<file path="src/hw/pct_consts.vh">
`ifndef PCT_CONSTS_VH
`define PCT_CONSTS_VH

// ****************************************************************
// Register map, page 0
// ****************************************************************
`define PCT_PAGE_MAIN 8'h00
`define PCT_ADDR_CH5_GAIN 8'h53
`define PCT_ADDR_CH5_PHASE 8'h54
`define PCT_ADDR_CH6_VOLUME 8'h57
`define PCT_ADDR_CH6_GAIN 8'h58

// ****************************************************************
// Fields and reset values
// ****************************************************************
`define PCT_GAIN_MSB 7
`define PCT_GAIN_LSB 4
`define PCT_GAIN_RST 4'h8
`define PCT_GAIN_REG_RST 8'h80
`define PCT_PHASE_RST 8'h00
`define PCT_VOL_RST 8'hC9
`define PCT_VOL_MUTE 8'h00
`define PCT_GAIN_ZERO_CODE 5'h08
`define PCT_VOL_UNITY_CODE 9'h0C9

// ****************************************************************
// Timing
// ****************************************************************
`define PCT_MOD_DIV 8
`define PCT_DELAY_DEPTH 256

`endif

</file>
<file path="src/hw/pct_trim_regs.v">
`include "pct_consts.vh"

module pct_trim_regs #(
	parameter MOD_DIV = `PCT_MOD_DIV,
	parameter DEPTH = `PCT_DELAY_DEPTH
) (
	input wire core_clk,
	input wire rst,
	input wire [7:0] reg_page,
	input wire [7:0] reg_addr,
	input wire reg_wr_en,
	input wire reg_rd_en,
	input wire [7:0] reg_wdata,
	output reg [7:0] reg_rdata,
	input wire pdm_bit_ch5,
	input wire pdm_bit_ch6,
	input wire sample_strobe,
	output reg mod_tick,
	output reg pdm_delayed_ch5,
	output reg pdm_delayed_ch6,
	output reg signed [4:0] ch5_gain_tenth_db,
	output reg signed [4:0] ch6_gain_tenth_db,
	output reg [7:0] ch5_phase_active,
	output reg signed [8:0] ch6_volume_half_db,
	output reg ch6_mute
);
	// ************************************************************
	// Register file
	// ************************************************************
	reg [3:0] ch5_gain_trim_code;
	reg [3:0] ch6_gain_trim_code;
	reg [7:0] ch5_phase_delay_code;
	reg [7:0] ch6_volume_code;
	wire page_hit;
	reg [7:0] next_rdata;

	assign page_hit = (reg_page == `PCT_PAGE_MAIN);

	always @(posedge core_clk) begin
		if (rst) begin
			ch5_gain_trim_code <= `PCT_GAIN_RST;
			ch6_gain_trim_code <= `PCT_GAIN_RST;
			ch5_phase_delay_code <= `PCT_PHASE_RST;
			ch6_volume_code <= `PCT_VOL_RST;
		end else if (reg_wr_en && page_hit) begin
			case (reg_addr)
			`PCT_ADDR_CH5_GAIN: begin
				// Low nibble is dropped on write
				ch5_gain_trim_code <=
					reg_wdata[`PCT_GAIN_MSB:`PCT_GAIN_LSB];
			end
			`PCT_ADDR_CH6_GAIN: begin
				ch6_gain_trim_code <=
					reg_wdata[`PCT_GAIN_MSB:`PCT_GAIN_LSB];
			end
			`PCT_ADDR_CH5_PHASE: begin
				ch5_phase_delay_code <= reg_wdata;
			end
			`PCT_ADDR_CH6_VOLUME: begin
				ch6_volume_code <= reg_wdata;
			end
			default: begin
			end
			endcase
		end
	end

	always @* begin
		next_rdata = 8'h00;
		if (page_hit) begin
			case (reg_addr)
			`PCT_ADDR_CH5_GAIN: begin
				next_rdata = {ch5_gain_trim_code, 4'h0};
			end
			`PCT_ADDR_CH6_GAIN: begin
				next_rdata = {ch6_gain_trim_code, 4'h0};
			end
			`PCT_ADDR_CH5_PHASE: begin
				next_rdata = ch5_phase_delay_code;
			end
			`PCT_ADDR_CH6_VOLUME: begin
				next_rdata = ch6_volume_code;
			end
			default: begin
				next_rdata = 8'h00;
			end
			endcase
		end
	end

	// Read data holds until the next read
	always @(posedge core_clk) begin
		if (rst) begin
			reg_rdata <= 8'h00;
		end else if (reg_rd_en) begin
			reg_rdata <= next_rdata;
		end
	end

	// ************************************************************
	// Modulator clock enable
	// ************************************************************
	reg [7:0] div_cnt;

	always @(posedge core_clk) begin
		if (rst) begin
			div_cnt <= 8'h00;
			mod_tick <= 1'b0;
		end else if (div_cnt == MOD_DIV - 1) begin
			div_cnt <= 8'h00;
			mod_tick <= 1'b1;
		end else begin
			div_cnt <= div_cnt + 8'h01;
			mod_tick <= 1'b0;
		end
	end

	// ************************************************************
	// Microphone pin synchronisers
	// ************************************************************
	reg [1:0] sync5;
	reg [1:0] sync6;

	always @(posedge core_clk) begin
		if (rst) begin
			sync5 <= 2'h0;
			sync6 <= 2'h0;
		end else begin
			sync5 <= {sync5[0], pdm_bit_ch5};
			sync6 <= {sync6[0], pdm_bit_ch6};
		end
	end

	// ************************************************************
	// Sample-boundary update of active settings
	// ************************************************************
	// Only the microphone path sees these; no analog use exists
	always @(posedge core_clk) begin
		if (rst) begin
			ch5_gain_tenth_db <= 5'sh00;
			ch6_gain_tenth_db <= 5'sh00;
			ch5_phase_active <= `PCT_PHASE_RST;
			ch6_volume_half_db <= 9'sh000;
			ch6_mute <= 1'b0;
		end else if (sample_strobe) begin
			ch5_gain_tenth_db <= $signed({1'b0, ch5_gain_trim_code}
				- `PCT_GAIN_ZERO_CODE);
			ch6_gain_tenth_db <= $signed({1'b0, ch6_gain_trim_code}
				- `PCT_GAIN_ZERO_CODE);
			ch5_phase_active <= ch5_phase_delay_code;
			// Units of 0.5 dB: 1 -> -200, 201 -> 0, 255 -> +54
			ch6_volume_half_db <= $signed({1'b0, ch6_volume_code}
				- `PCT_VOL_UNITY_CODE);
			ch6_mute <= (ch6_volume_code == `PCT_VOL_MUTE);
		end
	end

	// ************************************************************
	// Phase delay line
	// ************************************************************
	// Bits are written every modulator tick; the tap reads the entry
	// written phase-code ticks ago, before this tick overwrites it.
	reg [7:0] wr_ptr;
	reg tick_d;
	reg bit5_hold;
	reg bit6_hold;
	wire [0:0] tap_bit;
	wire [7:0] tap_addr;

	assign tap_addr = wr_ptr - ch5_phase_active;

	pct_delay_mem #(
		.WIDTH(1),
		.DEPTH(DEPTH),
		.AW(8)
	) u_delay (
		.core_clk(core_clk),
		.wr_en(mod_tick),
		.wr_addr(wr_ptr),
		.wr_data(sync5[1]),
		.rd_en(mod_tick),
		.rd_addr(tap_addr),
		.rd_data(tap_bit)
	);

	always @(posedge core_clk) begin
		if (rst) begin
			wr_ptr <= 8'h00;
			tick_d <= 1'b0;
			bit5_hold <= 1'b0;
			bit6_hold <= 1'b0;
		end else begin
			tick_d <= mod_tick;
			if (mod_tick) begin
				wr_ptr <= wr_ptr + 8'h01;
				bit5_hold <= sync5[1];
				bit6_hold <= sync6[1];
			end
		end
	end

	// Both channels leave with the same latency so code 0 keeps them
	// aligned; channel 6 has no phase trim here.
	always @(posedge core_clk) begin
		if (rst) begin
			pdm_delayed_ch5 <= 1'b0;
			pdm_delayed_ch6 <= 1'b0;
		end else if (tick_d) begin
			if (ch5_phase_active == 8'h00) begin
				pdm_delayed_ch5 <= bit5_hold;
			end else begin
				pdm_delayed_ch5 <= tap_bit[0];
			end
			pdm_delayed_ch6 <= bit6_hold;
		end
	end
endmodule

</file>
<file path="src/hw/pct_delay_mem.v">
// ****************************************************************
// Delay line storage: one write port, one registered read port
// ****************************************************************
module pct_delay_mem #(
	parameter WIDTH = 1,
	parameter DEPTH = 256,
	parameter AW = 8
) (
	input wire core_clk,
	input wire wr_en,
	input wire [AW-1:0] wr_addr,
	input wire [WIDTH-1:0] wr_data,
	input wire rd_en,
	input wire [AW-1:0] rd_addr,
	output reg [WIDTH-1:0] rd_data
);
	reg [WIDTH-1:0] mem [0:DEPTH-1];

	// Read sees the old contents when both ports hit one entry
	always @(posedge core_clk) begin
		if (wr_en) begin
			mem[wr_addr] <= wr_data;
		end
		if (rd_en) begin
			rd_data <= mem[rd_addr];
		end
	end
endmodule

</file>
<file path="config.mk">
export PLATFORM = sky130hd
export DESIGN_NAME = pct_trim_regs
export DESIGN_NICKNAME = d
export VERILOG_FILES = /design/src/hw/pct_trim_regs.v /design/src/hw/pct_delay_mem.v
export VERILOG_INCLUDE_DIRS = /design/src /design/src/hw
export SDC_FILE = /design/constraint.sdc
export NUM_CORES = 1
export LEC_CHECK = 0
export ABC_AREA = 1
export CELL_PAD_IN_SITES_DETAIL_PLACEMENT = 1
export CELL_PAD_IN_SITES_GLOBAL_PLACEMENT = 1
export CORE_AREA = 2 2 234 236
export CTS_CLUSTER_SIZE = 8
export DETAILED_ROUTE_END_ITERATION = 6
export DIE_AREA = 0 0 236 238
export DONT_BUFFER_PORTS = 1
export PLACE_DENSITY = 0.57
export SLEW_MARGIN = 20
export SYNTH_ARGS = -nofsm -noshare
export SYNTH_HDL_FRONTEND = slang
export SYNTH_SLANG_ARGS = --single-unit
</file>
<file path="constraint.sdc">
create_clock -name core_clk -period 3.95 [get_ports core_clk]
set_input_delay 0 -clock core_clk [delete_from_list [all_inputs] [get_ports core_clk]]
set_output_delay 0 -clock core_clk [all_outputs]
set_load 0.01 [all_outputs]
</file>
==> results.toml <==
[floorplanning]
core_area_mm2 = 0.0535
die_w_um = 236
dieArea_mm2 = 0.0562
rows = 85
fp.dieH_um = 238
ios = 70
start_util_pct = 29.7

[worst_setup_path]
path_max_fanout = 8
worstRegToRegCells = 15
worst_setup_path_start_kind = "input pin"
crit_cells = 12
rr_startpoint = "ch5_phase_active[0]"
reg2reg_slack_ns = 0.95
endpoint_kind = "flip-flop"
path_cells = "dlygate4sd3_1 -> nor2_1 -> dlygate4sd3_1 -> nand4_1 -> dlygate4sd3_1 -> inv_2 -> nand2_1 -> nor3_2 -> a21oi_1 -> dlygate4sd3_1 -> o21ai_0 -> dlygate4sd3_1"
cpLargestDelayFamily = "buffers and inverters"
r2r-end = "u_delay.rd_data"
path_common_cell = "dlygate4sd3_1"
critPathSlowestCell = "dlygate4sd3_1"
required_ns = 4.49
critPathKind = "input pin to flip-flop"
arrival_ns = 3.91
path_buf_inv = 6
max_stage_delay_ns = 0.59

[hold_path]
whs_path_depth = 5
hold_class = "input pin to flip-flop"
holdCritStartpoint = "reg_addr[0]"
min_to = "reg_rdata[1]"

[run_status]
status = "finished, final reports clean"

[layout]
insertedDiodeCount = 0
drive_above_1_share_pct = 5.07
multi_input_area_mm2 = 0.00529
layout.cells.non_filler = 2571
fin_nets = 1902
fill_cells = 6248
syn2layout_area_growth_pct = 15.0
final_cell_mix = "470 x nand2_1, 367 x nor2_1, 257 x edfxtp_1"
mostFrequentLayoutCell = "nand2_1"
final-seq-area_mm2 = 0.00940

[drt]
vias = 12500
via_per_inst = 4.85
first_pass_iters = 5
drt_drc_violations_left = 0
drt-total-wl_um = 48400
avgRoutedWirePerCell_um = 18.8
drtIter0Drc = 695
antenna_left = 0

[place]
port-buffer-count = 0
gp_congestion = 0.757
pre_cts_ws_ns = 0.875
hpwl_um = 29100
dp_cells = 2466

[power]
power_density_mw_per_mm2 = 455
finalPower_mw = 8.31
p_clk_share_pct = 45.3
p_seq_share_pct = 46.8
power_frac_comb_pct = 7.9
p_switching_mw = 2.05
leakage_nw = 6.94
power.share.switching_pct = 24.6
vdd_drop_max_v = 0.000247
p_int_mw = 6.26

[yosys]
synth-seq-cells = 341
ys_types = 37
synth_ff_type = "edfxtp_1"
synthCells = 1846
async_flop_share_pct = 0
avgSynthCellArea_um2 = 8.60
synth-warning-count = 0
syn-num-nets = 1892
synth-edff-count = 257
synth_seq_area_share_pct = 59.2
synthesis.area_mm2 = 0.0159

[clock_network]
cts_setup_buffers = 0
clockBufferDepth = 3
worstSkewPairLatency_ns = 0.60
root_buffer = "clkbuf_16"
cts-htree-levels = 2
cts.sinks = 341
cts_tree = "yes"
clkSlewWorstSetupHoldPaths_ns = 0.05
cts_buffers = 48

[global_routing]
grt_use_total_pct = 17.4
grt_max_degree = 136
grt-ovfl-total = 0
grt_pass1_wl_um = 76100
grt_pass1_vias = 13200
antenna_found_initial = 0

[timing]
finalMaxSlewViolations = 0
fmax_ghz = 0.297
hold_viol = 0
relSlewSlack_pct = 34.4
tightest_slew_ns = 0.982
setup_viol = 0
period_minus_slack_ns = 3.37
setup_slack_ns = 0.577
rsz0062_at_grt = "false"
final.period_utilization_pct = 85.4
finClkSkew_ns = 0.0311
fin_setup_tns_ns = 0

[job]
timing.max_cap.violations = 0
how the worst max path moves through the flow:
stage / from / to / slack, ns
2_1_floorplan: sync5[1] / u_delay.mem[0] / 1.46
3_3_place_gp: wr_ptr[0] / u_delay.rd_data / 0.96
3_5_place_dp: wr_ptr[0] / u_delay.rd_data / 0.88
4_1_cts: reg_page[6] / ch5_gain_trim_code[3] / 0.71
5_1_grt: reg_page[6] / ch5_gain_trim_code[3] / 0.39
6_report: reg_page[6] / ch5_gain_trim_code[3] / 0.58
registers in the layout (all words and copies together), names as in the netlist, 2 cells and up:
name,count
ch6_volume_code,8
wr_ptr,8
ch5_gain_trim_code,4
ch6_volume_half_db,9
sync6,2
reg_rdata,8
ch6_gain_tenth_db,4
sync5,2
div_cnt,8
ch5_phase_delay_code,8
ch6_gain_trim_code,4
ch5_phase_active,8
u_delay.mem,256
ch5_gain_tenth_db,4
per-stage QoR:
step | cell area, um^2 | hold slack, ns | utilization (%)
6_report | 18300 | 0.0308 | 34.1
5_1_grt | 18300 | 0.0867 | 34.1
4_1_cts | 18300 | 0.0173 | 34.1
3_5_place_dp | 16600 | 0.0722 | 31.0
3_3_place_gp | 16600 | 0.0655 | 31.0
2_1_floorplan | 15900 | 0.107 | -
logic make-up (layout without fill, tap and decap cells):
kind of cell / count (synthesis) / count (layout) / share of synthesized area (%)
AO/OA/AOI/OAI: 186 / 186 / 6.10
XOR/XNOR: 10 / 10 / 0.599
adder cells (fa/ha/maj): 15 / 15 / 1.23
buffers and inverters: 292 / 321 / 7.65
flip-flops: 341 / 341 / 59.2
AND/OR/NAND/NOR: 1002 / 1002 / 25.2
worst register-to-register path: stages (launching register included):
cell and delay (ns):
dfxtp_1 0.52, ha_1 0.24, fa_2 0.48, inv_2 0.31, buf_12 0.24, nand3_1 0.11
nand2_1 0.08, nand2_1 0.05, nand2_1 0.08, nand2_1 0.05, nand3_1 0.17, nand3_1 0.13
nand3_1 0.11, nand2_1 0.06, nand2_1 0.05, nand2_1 0.05
cell type report:
cell class	instances	area share [%]
clock buffers	65	6.93
clock inverters	4	0.288
repair buffers	61	3.59
well taps	696	4.77
flip-flops and latches	341	51.5
multi-input cells	1213	29.0
inverters	191	3.94
timing repair:
action                                 CTS  global route
endpoints found under the hold margin   84             0
hold buffers                            36             0
gates resized for setup                  0             0
metal layers:
| layer | share of wire (%) | GRT usage [%] |
|---|---|---|
| met4 | 2.1 | 4.98 |
| met3 | 3.9 | 2.60 |
| met1 | 46 | 22.6 |
| met2 | 48 | 30.3 |
| met5 | 0 | 0 |
synth_stat cells, types with 8 or more instances:
| cell | number | area [um^2] |
|---|---|---|
| nand2_1 | 470 | 1760 |
| nor2_1 | 367 | 1380 |
| edfxtp_1 | 257 | 7720 |
| inv_1 | 184 | 691 |
| nand3_1 | 138 | 691 |
| o21ai_0 | 87 | 435 |
| dfxtp_1 | 84 | 1680 |
| a21oi_1 | 65 | 325 |
| clkbuf_1 | 53 | 199 |
| buf_2 | 23 | 115 |
| ha_1 | 14 | 175 |
| o21ai_1 | 14 | 70.1 |
| o22ai_1 | 11 | 68.8 |
| buf_4 | 10 | 75.1 |
| nand4_1 | 9 | 56.3 |
| buf_1 | 8 | 30.0 |
| xor2_1 | 8 | 70.1 |
power by group through the flow:
stage	clock [mW]	sequential (mW)	combinational [mW]
floorplan	0	3.97	0.407
global placement	0	3.96	0.618
detailed placement	0	3.96	0.625
CTS	3.85	3.89	0.667
global route	3.98	3.89	0.734
finish	3.76	3.89	0.654
(Power assumes the default switching activity.)
